**src/design/dwp_map.svh**
```systemverilog
// Offsets, field positions, levels and timing counts of the winch position control
`ifndef DWP_MAP_SVH
`define DWP_MAP_SVH
// ---------------------------------------------------------------
// Channel layout
// ---------------------------------------------------------------
`define DWP_NUM_CH 6
`define DWP_CH_POS_HI 0
`define DWP_CH_POS_LO 1
`define DWP_CH_SPEED 2
`define DWP_CH_SAFETY 3
`define DWP_CH_TOP 4
`define DWP_CH_BOTTOM 5
// ---------------------------------------------------------------
// Levels (8-bit): enable band derived from percentages, jog level fixed
// ---------------------------------------------------------------
`define DWP_EN_LO_PCT 50
`define DWP_EN_HI_PCT 55
`define DWP_EN_LO_LVL ((`DWP_EN_LO_PCT * 255 + 99) / 100)
`define DWP_EN_HI_LVL ((`DWP_EN_HI_PCT * 255) / 100)
`define DWP_JOG_LVL 8'h80
// ---------------------------------------------------------------
// Reset values
// ---------------------------------------------------------------
`define DWP_SOFT_TOP_RST 16'hFFFF
`define DWP_SOFT_BOT_RST 16'h0000
// ---------------------------------------------------------------
// Timing: speed step period
// ---------------------------------------------------------------
`define DWP_CLK_MHZ 25
`define DWP_STEP_US 40
`define DWP_STEP_CYC (`DWP_STEP_US * `DWP_CLK_MHZ)
`endif

```
**src/design/dwp_pkg.sv**
```systemverilog
// Types of the winch position control
package dwp_pkg;
   // Motion controller state, one-hot
   typedef enum logic [3:0] {
      DWP_IDLE = 4'h1,
      DWP_RUN = 4'h2,
      DWP_SETUP = 4'h4,
      DWP_FAULT = 4'h8
   } dwp_mode_e;
   // Motor command bundle
   typedef struct packed {
      logic power;
      logic step;
      logic dir_up;
   } dwp_motor_s;
   // Fault flags
   typedef struct packed {
      logic link_lost;
      logic overload;
      logic limit_hit;
   } dwp_err_s;
endpackage

```
**src/design/dwp_winch_ctrl.sv**
```systemverilog
// Winch position control: channel decode, limits, motion and power gating
`timescale 1ns/1ns
`include "dwp_map.svh"
module dwp_winch_ctrl #(
   parameter int unsigned STEP_CYC = `DWP_STEP_CYC
) (
   input wire logic clk,
   input wire logic srst,
   input wire logic [8:0] start_addr,
   input wire logic frame_valid,
   input wire logic [8:0] frame_slot,
   input wire logic [7:0] frame_data,
   input wire logic link_ok,
   input wire logic overload,
   input wire logic hard_top,
   input wire logic hard_bottom,
   input wire logic pos_saved,
   input wire logic setup_mode,
   output logic motor_power,
   output logic motor_step,
   output logic motor_up,
   output logic [15:0] position,
   output logic ref_valid,
   output logic error,
   output logic [2:0] error_code
);
   // ---------------------------------------------------------------
   // State record
   // ---------------------------------------------------------------
   typedef struct packed {
      logic [7:0] pos_hi;
      logic [7:0] pos_lo;
      logic [7:0] speed;
      logic [7:0] safety;
      logic [7:0] top_ch;
      logic [7:0] bot_ch;
      logic [15:0] pos;
      logic [15:0] soft_top;
      logic [15:0] soft_bot;
      logic ref_ok;
      dwp_pkg::dwp_mode_e mode;
      dwp_pkg::dwp_motor_s motor;
      dwp_pkg::dwp_err_s err;
   } dwp_st_s;
   dwp_st_s st;
   dwp_st_s next_st;

   // ---------------------------------------------------------------
   // Combinational helpers
   // ---------------------------------------------------------------
   logic step_tick; // Speed-scaled motion pulse
   logic enabled; // Safety channel inside band
   logic [15:0] target; // Commanded position
   logic [15:0] goal; // Target clamped to soft range
   logic want_up; // Direction toward goal
   logic at_goal; // Goal reached
   logic jog_up; // Setup raise request
   logic jog_dn; // Setup lower request
   logic hard_block; // Hard limit blocks direction
   logic run_block; // Hard limit blocks the wanted direction
   logic moving; // Motion wanted this cycle
   logic [9:0] rel; // Slot relative to start
   logic gen_run; // Run request to rate generator
   logic [7:0] gen_speed; // Speed given to generator

   // Enable band check on 8-bit level
   assign enabled = (st.safety >= 8'(`DWP_EN_LO_LVL)) && (st.safety <= 8'(`DWP_EN_HI_LVL));
   // Target from MSB and LSB channels
   assign target = {st.pos_hi, st.pos_lo};
   // Full scale maps to soft top, zero to soft bottom
   assign goal = (target > st.soft_top) ? st.soft_top :
                 (target < st.soft_bot) ? st.soft_bot : target;
   assign want_up = goal > st.pos;
   assign at_goal = goal == st.pos;
   assign jog_up = st.top_ch >= `DWP_JOG_LVL;
   assign jog_dn = st.bot_ch >= `DWP_JOG_LVL;
   assign rel = {1'b0, frame_slot} - {1'b0, start_addr};
   // Hard limits override any command
   assign hard_block = (st.motor.dir_up && hard_top) || (!st.motor.dir_up && hard_bottom);
   // Reversal at a switch must not step past it
   assign run_block = want_up ? hard_top : hard_bottom;
   assign gen_run = (st.mode == dwp_pkg::DWP_RUN && !at_goal) ||
                    (st.mode == dwp_pkg::DWP_SETUP && (jog_up || jog_dn));
   // Setup jogs at the speed channel too; zero speed stops
   assign gen_speed = st.speed;

   // ---------------------------------------------------------------
   // Step rate generator
   // ---------------------------------------------------------------
   dwp_rate_gen #(
      .STEP_CYC(STEP_CYC)
   ) u_rate (
      .clk(clk),
      .srst(srst),
      .run(gen_run),
      .speed(gen_speed),
      .step(step_tick)
   );

   // ---------------------------------------------------------------
   // Next-state logic
   // ---------------------------------------------------------------
   always_comb begin
      next_st = st;
      moving = 1'b0;
      next_st.motor.step = 1'b0;
      // Capture the six channels of our window
      if (frame_valid && rel < 10'(`DWP_NUM_CH) && frame_slot >= start_addr) begin
         unique case (rel[2:0])
            3'h0: next_st.pos_hi = frame_data;
            3'h1: next_st.pos_lo = frame_data;
            3'h2: next_st.speed = frame_data;
            3'h3: next_st.safety = frame_data;
            3'h4: next_st.top_ch = frame_data;
            default: next_st.bot_ch = frame_data;
         endcase
      end
      // Sticky fault flags
      if (!link_ok) begin
         next_st.err.link_lost = 1'b1;
      end
      if (overload) begin
         next_st.err.overload = 1'b1;
      end
      if (st.motor.power && hard_block) begin
         next_st.err.limit_hit = 1'b1;
      end
      unique case (st.mode)
         dwp_pkg::DWP_IDLE: begin
            next_st.motor.power = 1'b0;
            // Saved position gives a reference at once
            if (!st.ref_ok && pos_saved) begin
               next_st.ref_ok = 1'b1;
            end
            // Reset command re-establishes reference
            if (!st.ref_ok && !pos_saved && jog_up && enabled && hard_top) begin
               next_st.ref_ok = 1'b1;
               next_st.pos = st.soft_top;
            end
            if (enabled && link_ok && !overload) begin
               if (setup_mode) begin
                  next_st.mode = dwp_pkg::DWP_SETUP;
               end else if (st.ref_ok) begin
                  next_st.mode = dwp_pkg::DWP_RUN;
               end
            end
         end
         dwp_pkg::DWP_RUN: begin
            // Drive toward goal at capped speed
            next_st.motor.dir_up = want_up;
            moving = !at_goal && st.speed != 8'h00;
            next_st.motor.power = moving;
            if (step_tick && moving && !run_block) begin
               next_st.motor.step = 1'b1;
               next_st.pos = want_up ? st.pos + 16'h0001 : st.pos - 16'h0001;
            end
            // Leave on disable, setup or fault
            if (!enabled || setup_mode) begin
               next_st.mode = dwp_pkg::DWP_IDLE;
               next_st.motor.power = 1'b0;
            end
         end
         dwp_pkg::DWP_SETUP: begin
            // Five raises to a stop, six lowers
            next_st.motor.dir_up = jog_up;
            moving = (jog_up && !hard_top) || (jog_dn && !jog_up && !hard_bottom);
            next_st.motor.power = moving && st.speed != 8'h00;
            if (step_tick && moving && st.speed != 8'h00) begin
               next_st.motor.step = 1'b1;
               next_st.pos = jog_up ? st.pos + 16'h0001 : st.pos - 16'h0001;
            end
            // Soft limits follow the jogged position
            // Limit takes the new count, so the last jog step is not lost
            if (jog_up) begin
               next_st.soft_top = next_st.pos;
               next_st.ref_ok = 1'b1;
            end else if (jog_dn) begin
               next_st.soft_bot = next_st.pos;
            end
            if (!enabled || !setup_mode) begin
               next_st.mode = dwp_pkg::DWP_IDLE;
               next_st.motor.power = 1'b0;
            end
         end
         dwp_pkg::DWP_FAULT: begin
            next_st.motor.power = 1'b0;
            // Safety channel at zero clears faults; limits kept
            if (st.safety == 8'h00 && link_ok && !overload) begin
               next_st.err = '0;
               next_st.mode = dwp_pkg::DWP_IDLE;
            end
         end
         default: begin
            next_st.mode = dwp_pkg::DWP_FAULT;
            next_st.motor.power = 1'b0;
         end
      endcase
      // Any fault removes drive at once
      if (!link_ok || overload || (st.motor.power && hard_block)) begin
         next_st.mode = dwp_pkg::DWP_FAULT;
         next_st.motor.power = 1'b0;
         // A step cut by the fault must not move the count
         if (next_st.motor.step) begin
            next_st.pos = st.pos;
         end
         next_st.motor.step = 1'b0;
      end
   end

   // ---------------------------------------------------------------
   // State register
   // ---------------------------------------------------------------
   always_ff @(posedge clk) begin
      if (srst) begin
         st <= '0;
         st.soft_top <= `DWP_SOFT_TOP_RST;
         st.soft_bot <= `DWP_SOFT_BOT_RST;
         st.mode <= dwp_pkg::DWP_IDLE;
      end else begin
         st <= next_st;
      end
   end

   // ---------------------------------------------------------------
   // Outputs, all from flip-flops
   // ---------------------------------------------------------------
   assign motor_power = st.motor.power;
   assign motor_step = st.motor.step;
   assign motor_up = st.motor.dir_up;
   assign position = st.pos;
   assign ref_valid = st.ref_ok;
   assign error = |st.err;
   assign error_code = st.err;
endmodule

```
**src/design/dwp_rate_gen.sv**
```systemverilog
// Speed-scaled step pulse generator
`timescale 1ns/1ns
module dwp_rate_gen #(
   parameter int unsigned STEP_CYC = 1000
) (
   input wire logic clk,
   input wire logic srst,
   input wire logic run,
   input wire logic [7:0] speed,
   output logic step
);
   // ---------------------------------------------------------------
   // State
   // ---------------------------------------------------------------
   typedef struct packed {
      logic [15:0] div;
      logic [8:0] acc;
      logic step;
   } dwp_rg_s;
   dwp_rg_s st;
   dwp_rg_s next_st;
   localparam logic [15:0] DIV_LAST = 16'(STEP_CYC - 1);

   // Accumulate speed once per base period, step on overflow
   always_comb begin
      next_st = st;
      next_st.step = 1'b0;
      if (!run || speed == 8'h00) begin
         next_st.div = 16'h0000;
         next_st.acc = 9'h000;
      end else if (st.div == DIV_LAST) begin
         next_st.div = 16'h0000;
         next_st.acc = {1'b0, st.acc[7:0]} + {1'b0, speed};
         next_st.step = next_st.acc[8];
      end else begin
         next_st.div = st.div + 16'h0001;
      end
   end

   // Register state
   always_ff @(posedge clk) begin
      if (srst) begin
         st <= '0;
      end else begin
         st <= next_st;
      end
   end
   assign step = st.step;
endmodule

```
**config.mk**
```make
export PLATFORM = sky130hd
export DESIGN_NAME = dwp_winch_ctrl
export DESIGN_NICKNAME = d
export VERILOG_FILES = /design/src/design/dwp_pkg.sv /design/src/design/dwp_winch_ctrl.sv /design/src/design/dwp_rate_gen.sv
export VERILOG_INCLUDE_DIRS = /design/src /design/src/design
export SDC_FILE = /design/constraint.sdc
export NUM_CORES = 1
export LEC_CHECK = 0
export BUFFER_PORTS_ARGS = -buffer_cell sky130_fd_sc_hd__clkbuf_2
export CAP_MARGIN = 10
export CORE_UTILIZATION = 65
export CTS_CLUSTER_SIZE = 16
export DETAILED_ROUTE_END_ITERATION = 10
export GPL_ROUTABILITY_DRIVEN = 0
export PLACE_DENSITY = 0.83
export SLEW_MARGIN = 30
export SYNTH_ARGS = -nofsm -noshare
export SYNTH_HDL_FRONTEND = slang
export SYNTH_SLANG_ARGS = --single-unit
```
**constraint.sdc**
```tcl
create_clock -name clk -period 10.7 [get_ports clk]
set_input_delay 1.605 -clock clk [delete_from_list [all_inputs] [get_ports clk]]
set_output_delay 1.605 -clock clk [all_outputs]
set_load 0.02 [all_outputs]
```
# [Word level (Yosys, flattened, before mapping)]
# Index checks and enable logic that the tools add are counted.
# W data, S select, Z words.
[totals] regBits=132 latch_bits=0 mem_bits_rw=0 rom_bits=0 out_inout_bits=24 wordCells=163 n_memories=0
[classes] add_sub_neg=5 multipliers=0 div_mod_pow=0 magnitude_cmp=9 eq_ne=23 shift=0 muxes=31 bitwise_logic=3 n_reduce_logical=71
[op_table] op="$mux W16" n=9
[op_table] op="$pmux W16 S3" n=1
[op_table] op="$add A16 B1 Y16 const B" n=2
[op_table] op="$gt A16 B16 Y1" n=2
[op_table] op="$logic_and A1 B1 Y1" n=26
[op_table] op="$ge A8 B8 Y1 const B" n=3
[op_table] op="$pmux W5 S4" n=1
[op_table] op="$eq A16 B10 Y1 const B" n=1
[op_table] op="$eq A16 B16 Y1" n=1
[op_table] op="$logic_not A8 Y1" n=2
[op_table] op="$lt A16 B16 Y1" n=1
[op_table] op="$mux W4" n=4
[op_table] op="$sub A16 B1 Y16 const B" n=1
[op_table] op="$reduce_and A2 Y1" n=7
[op_table] op="$logic_not A1 Y1" n=13
[op_table] op="$ne A3 B3 Y1 const B" n=4
[op_table] op="$lt A10 B3 Y1 const B" n=1
[op_table] op="$mux W5" n=2
[op_table] op="$reduce_and A5 Y1" n=2
[op_table] op="$sub A9 B9 Y10" n=1
[op_table] op="$add A8 B8 Y9" n=1
[op_table] op="$ge A9 B9 Y1" n=1
[op_table] op="$logic_or A1 B1 Y1" n=9
[op_table] op="$mux W1" n=9
[op_table] op="24 further kinds" n=38

# [Logic depth before layout (Yosys ltp)]
# Gate-level depths: netlist of the first run.
[logic_depth] depth_word=12 mapped_depth=22 mapped_depth_nobuf=19

# [Cells and area by module]
# From an unflattened synthesis of the first run, not the netlist that was laid out.
[unflattened] cells_unflattened=1037 area_unflattened_um2=8543.2
[modules_own_cells] module="dwp_winch_ctrl" n_inst=1 cells_each=879 area_per_inst_um2=7081.8 seq_area_each_um2=1861.8
[modules_own_cells] module="dwp_rate_gen" n_inst=1 cells_each=158 area_per_inst_um2=1461.4 seq_area_each_um2=500.5

# [Worst setup path before layout of the first run]
# Ideal clock, no wire load.
[synth_timing] kind="flip-flop to flip-flop" startpoint="register st[20] in the netlist's numbering" endpoint="register st (netlist bit position[10])" setup_ns=0.139 arrival_ns=4.518 required_ns=10.561 setup_slack_ns=6.043 stages_incl_launch_ff=21 synth_period_minus_slack_ns=4.657 path_cell_list="dfxtp_1 -> inv_1 -> ha_1 -> a21o_1 -> a21o_1 -> a21oi_1 -> nor2_1 -> a211oi_1 -> nand2_1 -> clkbuf_1 -> mux2i_1 -> a21oi_1 -> ha_1 -> nand4_1 -> or2_2 -> o21bai_1 -> a21oi_1 -> clkbuf_1 -> mux2_2 -> a21oi_1 -> a221oi_1"
[synth_between] elab_chain_len=12 word_cells_on_any_way=19 classes_between="2 x order compare; 2 x eq/ne; 10 x mux; 5 x reduce/logical"
[synth_rtl] item="start, declared" line_no="dwp_winch_ctrl.sv:45" rtl="dwp_st_s st;"
[synth_rtl] item="start signal, assigned" line_no="dwp_winch_ctrl.sv:220" rtl="st <= next_st;"
[synth_rtl] item="$lt A16 B16 Y1" line_no="dwp_winch_ctrl.sv:72" rtl="(target < st.soft_bot) ? st.soft_bot : target;"
[synth_rtl] item="$mux W16 (*)" line_no="dwp_winch_ctrl.sv:72"
[synth_rtl] item="$mux W16 (*)" line_no="dwp_winch_ctrl.sv:71" rtl="assign goal = (target > st.soft_top) ? st.soft_top :"
[synth_rtl] item="parallel branches: the longest is 9 deep, another holds $gt A16 B16 Y1"
# Every way passes the cells marked *. The select of a mux whose other input is x is not followed.
# A chain may end at the register's enable or synchronous reset.

# [Worst setup path after layout of the first run]
[layout_timing] startpoint="register st[20] in the netlist's numbering" endpoint="register st (netlist bit position[4])"
# Same word-level chain as after synthesis.

==> results.py, run 1 <==
metrics = {
    "sta": {
        "finClkSkew_ns": 0.00738,
        "fmax_mhz": 182,
        "tightestPinTransition_ns": 0.895,
        "rsz0062_at_grt": "false",
        "finalSetupTns_ns": 0,
        "fin_crit_sh": 0.515,
        "fin_crit_ns": 5.51,
        "max_slew_margin": 0.398,
        "hold_viol_final": 0,
        "finalSetupViolations": 0,
        "slew_violations": 0,
        "worst_slack_ns": 5.19,
    },
    "power_and_ir_drop": {
        "vdd_drop_max_mv": 0.126,
        "powerDensity_nw_per_um2": 115,
        "leakagePower_nw": 4.15,
    },
    "worst_hold_path": {
        "holdPathEnd": "u_rate.st[10]$_SDFF_PP0_",
        "min_path_cells": 1,
        "min_from": "u_rate.st[10]$_SDFF_PP0_",
        "hold_class": "flop to flop",
    },
    "setup_path": {
        "timing.rr.start": "st[20]$_SDFFE_PP0P_",
        "cp_max_fo": 20,
        "r2r_cells": 19,
        "cp-end-kind": "flop",
        "arrival_ns": 5.81,
        "r2r_end": "position[4]$_SDFFE_PP0P_",
        "critPathKind": "flop to flop",
        "r2r_setup_slack_ns": 5.19,
        "crit_required_ns": 11.00,
        "critPathLaunchType": "flop",
    },
    "grt": {
        "grtUsageTotal": 0.327,
        "grt_pass1_vias": 6978,
        "overflow": 0,
        "antenna_found_initial": 0,
        "grt_pass1_wl_um": 33900,
        "grt_max_degree": 97,
    },
    "logic_synthesis": {
        "synthesis.area_um2": 8300,
        "synth_top_cell_by_area": "dfxtp_1",
        "yosysWarnings": 0,
        "yosysUniqueCellTypes": 64,
        "yosysMostFrequentCell": "nor2_1",
        "syn_area_per_cell_um2": 7.99,
        "yosys_most_used_dff": "dfxtp_1",
        "yosysSeqAreaShare": 0.284,
        "synth_top_area_share": 0.284,
        "syn-num-nets": 1143,
        "ys_top_cells_by_count": "nor2_1, dfxtp_1, a21oi_1",
        "synthTopCellsByArea": "dfxtp_1, ha_1, mux2i_1",
        "synthCells": 1039,
        "synth_edf_count": 0,
        "yosys_register_bits": 118,
        "async_flop_share": 0,
    },
    "drt": {
        "drt_iter0_drc": 621,
        "wire_per_inst_um": 16.9,
        "ant_nets": 0,
        "drc": 0,
        "viasPerCell": 6.12,
        "vias": 7536,
        "drtPass1Iterations": 5,
        "finalWirelength_um": 20800,
    },
    "place": {
        "dpl-instance-area_um2": 8530,
        "io_buffers": 58,
        "dp_slack_ns": 5.44,
        "dp_hpwl_um": 14800,
    },
    "finish": {
        "area.sequential_um2": 2360,
        "multi_input_area_um2": 5350,
        "syn_to_final_growth_pct": 9.31,
        "fin_nets": 1154,
        "layout-drive-gt1-share": 0.110,
        "fin_area_um2": 9080,
        "antenna_cells": 0,
        "fill_cells": 979,
    },
    "floorplan": {
        "coreArea_um2": 12200,
        "rows": 40,
        "die-area_um2": 13200,
        "dieWidth_um": 115,
        "die_y_um": 115,
        "io_pins": 59,
        "start_util": 0.680,
    },
    "flow_run": {
        "drv_cap": 0,
    },
    "clock_network": {
        "insertion_delay_ns": 0.43,
        "root_buffer": "clkbuf_16",
        "h-tree-depth": 4,
        "clockBufferDepth": 2,
        "cts-resized-gates": 0,
        "clock-sinks": 118,
        "path_clk_slew_ns": 0.06,
        "cts_tree": "done",
        "holdBufCountCts": 0,
        "cts_buffers": 17,
        "post_cts_buffers": 0,
    },
    "status": {
        "status": "complete, no violations",
    },
}
worst max-delay path, cell delays in order (launching register included):
cell and delay (ns):
dfxtp_1 0.35, inv_1 0.05, ha_1 0.30, a21o_1 0.20, a21o_1 0.19, a21oi_1 0.20, nor2_1 0.09, a211oi_1 0.42
nand2_1 0.60, mux2i_1 0.35, a21oi_1 0.11, ha_1 0.33, a21oi_1 0.17, nand2_1 0.07, a221oi_1 0.52, and3_1 0.24
a211o_1 0.13, a21o_1 0.55, a2111oi_0 0.14, a2111oi_0 0.39
cells by family after synthesis:
family          Yosys count  share of synthesized area
compound gates          235                      0.188
xor+xnor                 45                     0.0475
fa+ha+maj                69                      0.106
buf+inv                 146                     0.0752
flops                   118                      0.284
mux                      63                     0.0764
simple gates            363                      0.222
area by class of cell:
class,instances,share of cell area
multi-input cells,775,0.589
inverters,72,0.0298
flip-flops and latches,118,0.260
well taps,168,0.0232
repair buffers,66,0.0390
clock buffers,17,0.0469
clock inverters,15,0.0120
placed cells by master, fill, tap and decap left out, types with 8 or more instances in the layout:
master / synthesis / routed
a211o_1: 17 / 17
a211oi_1: 26 / 26
a21o_1: 18 / 18
a21oi_1: 78 / 78
and3_1: 10 / 9
clkbuf_16: 0 / 17
clkbuf_2: 0 / 58
dfxtp_1: 118 / 118
ha_1: 67 / 67
inv_1: 72 / 72
mux2i_1: 60 / 60
nand2_1: 60 / 59
nand2b_1: 52 / 52
nand3_1: 22 / 22
nand4_1: 17 / 17
nor2_1: 121 / 121
nor3_1: 18 / 18
nor4_1: 12 / 12
o21a_1: 9 / 9
o21ai_0: 26 / 26
or4_1: 8 / 8
xnor2_1: 29 / 29
xor2_1: 16 / 16
layer usage:
layer / wire length (um) / vias to the layer above / global-route usage
met5: 0 / - / 0
met4: 430 / 0 / 0.129
met3: 1400 / 37 / 0.0564
met2: 9580 / 291 / 0.532
met1: 9410 / 3494 / 0.433
li1: - / 3714 / -
how the worst max path moves through the flow:
stage	startpoint	cells after the start	end
3_5_place_dp	st[20]$_SDFFE_PP0P_	19	position[4]$_SDFFE_PP0P_
5_1_grt	st[12]$_SDFFE_PP0P_	18	position[4]$_SDFFE_PP0P_
2_1_floorplan	st[20]$_SDFFE_PP0P_	20	position[10]$_SDFFE_PP0P_
3_3_place_gp	st[20]$_SDFFE_PP0P_	19	position[4]$_SDFFE_PP0P_
4_1_cts	st[20]$_SDFFE_PP0P_	19	position[4]$_SDFFE_PP0P_
6_report	st[20]$_SDFFE_PP0P_	19	position[4]$_SDFFE_PP0P_
flip-flops by register name, summed over array words and instances (netlist names):
signal       flops
error_code       3
u_rate.step      1
motor_up         1
st              62
u_rate.st       24
ref_valid        1
motor_power      1
motor_step       1
gen_speed        8
position        16
report_power, final:
part	total [mW]	switching (mW)	internal [mW]	leakage, nW
combinational	0.0822	0.0479	0.0343	2.94
sequential	0.445	0.00311	0.441	0.952
clock	0.514	0.219	0.295	0.259
per-stage QoR:
stage / total power [mW] / util / instances / hold WS, ns
6_report: 1.04 / 0.743 / 1231 / 0.451
3_3_place_gp: 0.534 / 0.698 / 1198 / 0.431
3_5_place_dp: 0.535 / 0.698 / 1198 / 0.448
5_1_grt: 1.07 / 0.743 / 1231 / 0.473
2_1_floorplan: 0.514 / - / 1039 / 0.418
4_1_cts: 1.04 / 0.742 / 1230 / 0.455
No activity file was read; power rests on OpenSTA's default activity.
==> run 2: changes to the inputs <==
--- a/config.mk
+++ b/config.mk
@@ -8,11 +8,11 @@
 export LEC_CHECK = 0
 export BUFFER_PORTS_ARGS = -buffer_cell sky130_fd_sc_hd__clkbuf_2
 export CAP_MARGIN = 10
-export CORE_UTILIZATION = 65
+export CORE_UTILIZATION = 61
 export CTS_CLUSTER_SIZE = 16
 export DETAILED_ROUTE_END_ITERATION = 10
 export GPL_ROUTABILITY_DRIVEN = 0
-export PLACE_DENSITY = 0.83
+export PLACE_DENSITY = 0.78
 export SLEW_MARGIN = 30
 export SYNTH_ARGS = -nofsm -noshare
 export SYNTH_HDL_FRONTEND = slang
==> constraint.sdc (replaced) <==
create_clock -name clk -period 5.3 [get_ports clk]
set_input_delay 0.795 -clock clk [delete_from_list [all_inputs] [get_ports clk]]
set_output_delay 0.795 -clock clk [all_outputs]
set_load 0.02 [all_outputs]
==> results.py, run 2 (same netlist as run 1, synthesis figures left out) <==
metrics = {
    "power_and_ir_drop": {
        "share_seq_of_total_power": 0.392,
        "p_sw_frac": 0.227,
        "comb_power_share": 0.072,
        "vdd_drop_max_mv": 0.237,
        "p_clk_frac": 0.536,
        "powerDensity_nw_per_um2": 249,
        "netSwitchingPower_uw": 519,
        "p_int_mw": 1.77,
        "leakagePower_nw": 4.20,
    },
    "finish": {
        "fill_cells": 1103,
        "top_register": "st",
        "syn_to_final_growth_pct": 10.7,
        "final_cell_mix": "nor2_1, dfxtp_1, a21oi_1",
        "final_cells": 1240,
        "layout-drive-gt1-share": 0.111,
        "layout_commonest_cell": "nor2_1",
        "antenna_cells": 0,
        "utilization": 0.694,
        "fin_nets": 1155,
        "largest_reg_flops": 62,
    },
    "drt": {
        "drc": 0,
        "drtPass1Iterations": 7,
        "finalWirelength_um": 20500,
        "wire_per_inst_um": 16.5,
        "drt_iter0_drc": 715,
        "vias": 7484,
        "ant_nets": 0,
        "viasPerCell": 6.04,
    },
    "setup_path": {
        "critPathKind": "flop to flop",
        "worst_path_largest_cell_delay_ns": 0.54,
        "cp.depth": 19,
        "r2r_cells": 19,
        "cp-end-kind": "flop",
        "r2r_setup_slack_ns": 0.52,
        "critPathLaunchType": "flop",
        "arrival_ns": 5.08,
        "crit_required_ns": 5.59,
        "crit_slowest_cell": "o41ai_1",
        "worstPathCellList": "inv_1 -> ha_1 -> a21o_1 -> a21oi_1 -> nor3b_1 -> o41ai_1 -> nand2_1 -> buf_4 -> mux2i_1 -> a21oi_1 -> ha_1 -> a21oi_1 -> nand2_1 -> a221oi_1 -> a21oi_1 -> buf_4 -> nor2_1 -> a2111oi_0 -> a2111oi_0",
        "cp_max_fo": 15,
        "path_delay_family": "compound AO/OA/AOI/OAI gates",
        "crit_path_frequent_cell": "a21oi_1",
        "crit_buf_inv": 3,
    },
    "clock_network": {
        "root_buffer": "clkbuf_16",
        "post_cts_buffers": 0,
        "clock-sinks": 118,
        "clockBufferDepth": 2,
        "cts_tree": "done",
        "cts_buffers": 17,
        "h-tree-depth": 4,
        "path_clk_slew_ns": 0.06,
        "insertion_delay_ns": 0.42,
    },
    "floorplan": {
        "start_util": 0.627,
        "io_pins": 59,
        "dieWidth_um": 119,
        "coreArea_um2": 13200,
        "rows": 42,
        "die-area_um2": 14100,
        "die_y_um": 119,
    },
    "place": {
        "placed_cells": 1208,
        "io_buffers": 58,
        "dp_hpwl_um": 14900,
    },
    "sta": {
        "finalSetupTns_ns": 0,
        "finClkSkew_ns": 0.00861,
        "slew_violations": 0,
        "rsz0062_at_grt": "false",
        "fmax_mhz": 209,
        "fin_crit_sh": 0.903,
        "finalSetupViolations": 0,
        "fin_crit_ns": 4.78,
        "hold_viol_final": 0,
        "max_slew_margin": 0.399,
        "tightestPinTransition_ns": 0.889,
    },
    "flow_run": {
        "drv_cap": 0,
    },
    "worst_hold_path": {
        "hold_class": "flop to flop",
        "min_path_cells": 1,
    },
    "grt": {
        "overflow": 0,
        "met1_usage": 0.409,
        "grt_pass1_vias": 6872,
        "top_usage_layer": "met2",
        "grt_max_degree": 82,
        "antenna_found_initial": 0,
        "use_met2": 0.476,
        "grtUsageTotal": 0.303,
        "grt_pass1_wl_um": 34000,
        "met3_usage": 0.0565,
    },
    "status": {
        "status": "complete, no violations",
    },
}
run 2: cell count changes in the layout (fill, tap and decap cells not counted), sizes merged:
cell,delta
clkinv,-6
bufinv,+4
clkbuf,+3
buf,+1
inv,-1
run 2: through the flow:
step / instance area, um^2 / setup WS (ns) / power [mW] / hold WS, ns
2_1_floorplan: 8300 / 0.643 / 1.04 / 0.418
3_3_place_gp: 8550 / 0.702 / 1.08 / 0.430
3_5_place_dp: 8550 / 0.483 / 1.08 / 0.440
4_1_cts: 9190 / 0.452 / 2.30 / 0.451
5_1_grt: 9190 / 0.00974 / 2.36 / 0.461
6_report: 9190 / 0.516 / 2.29 / 0.450
run 2: worst paths after layout:
| check | endpoint | startpoint |
|---|---|---|
| worst max-delay path | position[4]$_SDFFE_PP0P_ | st[12]$_SDFFE_PP0P_ |
| worst min-delay path | u_rate.st[10]$_SDFF_PP0_ | u_rate.st[10]$_SDFF_PP0_ |
| worst max register to register | position[4]$_SDFFE_PP0P_ | st[12]$_SDFFE_PP0P_ |
| worst min register to register | u_rate.st[10]$_SDFF_PP0_ | u_rate.st[10]$_SDFF_PP0_ |
run 2: power groups by stage:
stage | logic, mW | clock network, mW | registers [mW]
after floorplan | 0.123 | 0 | 0.915
after CTS | 0.164 | 1.24 | 0.897
final | 0.166 | 1.23 | 0.898
after detailed placement | 0.163 | 0 | 0.917
after global routing | 0.183 | 1.28 | 0.898
after global placement | 0.162 | 0 | 0.916
run 2: layer usage:
layer,vias to the layer above,wire (um)
met5,-,0
met4,0,495
met3,38,1310
met2,283,9220
met1,3447,9460
li1,3716,-
run 2: layout make-up:
type,count,area [um^2],share of cell area
clock inverters,12,175,0.0191
flip-flops and latches,118,2360,0.257
well taps,176,220,0.0240
multi-input cells,775,5350,0.582
clock buffers,20,457,0.0497
repair buffers,67,358,0.0389
inverters,72,270,0.0294
run 2: what timing repair did:
item                       in CTS  in global routing
hold buffers                    0                  0
setup endpoints to repair       0                  1
gates resized for setup         0                  1
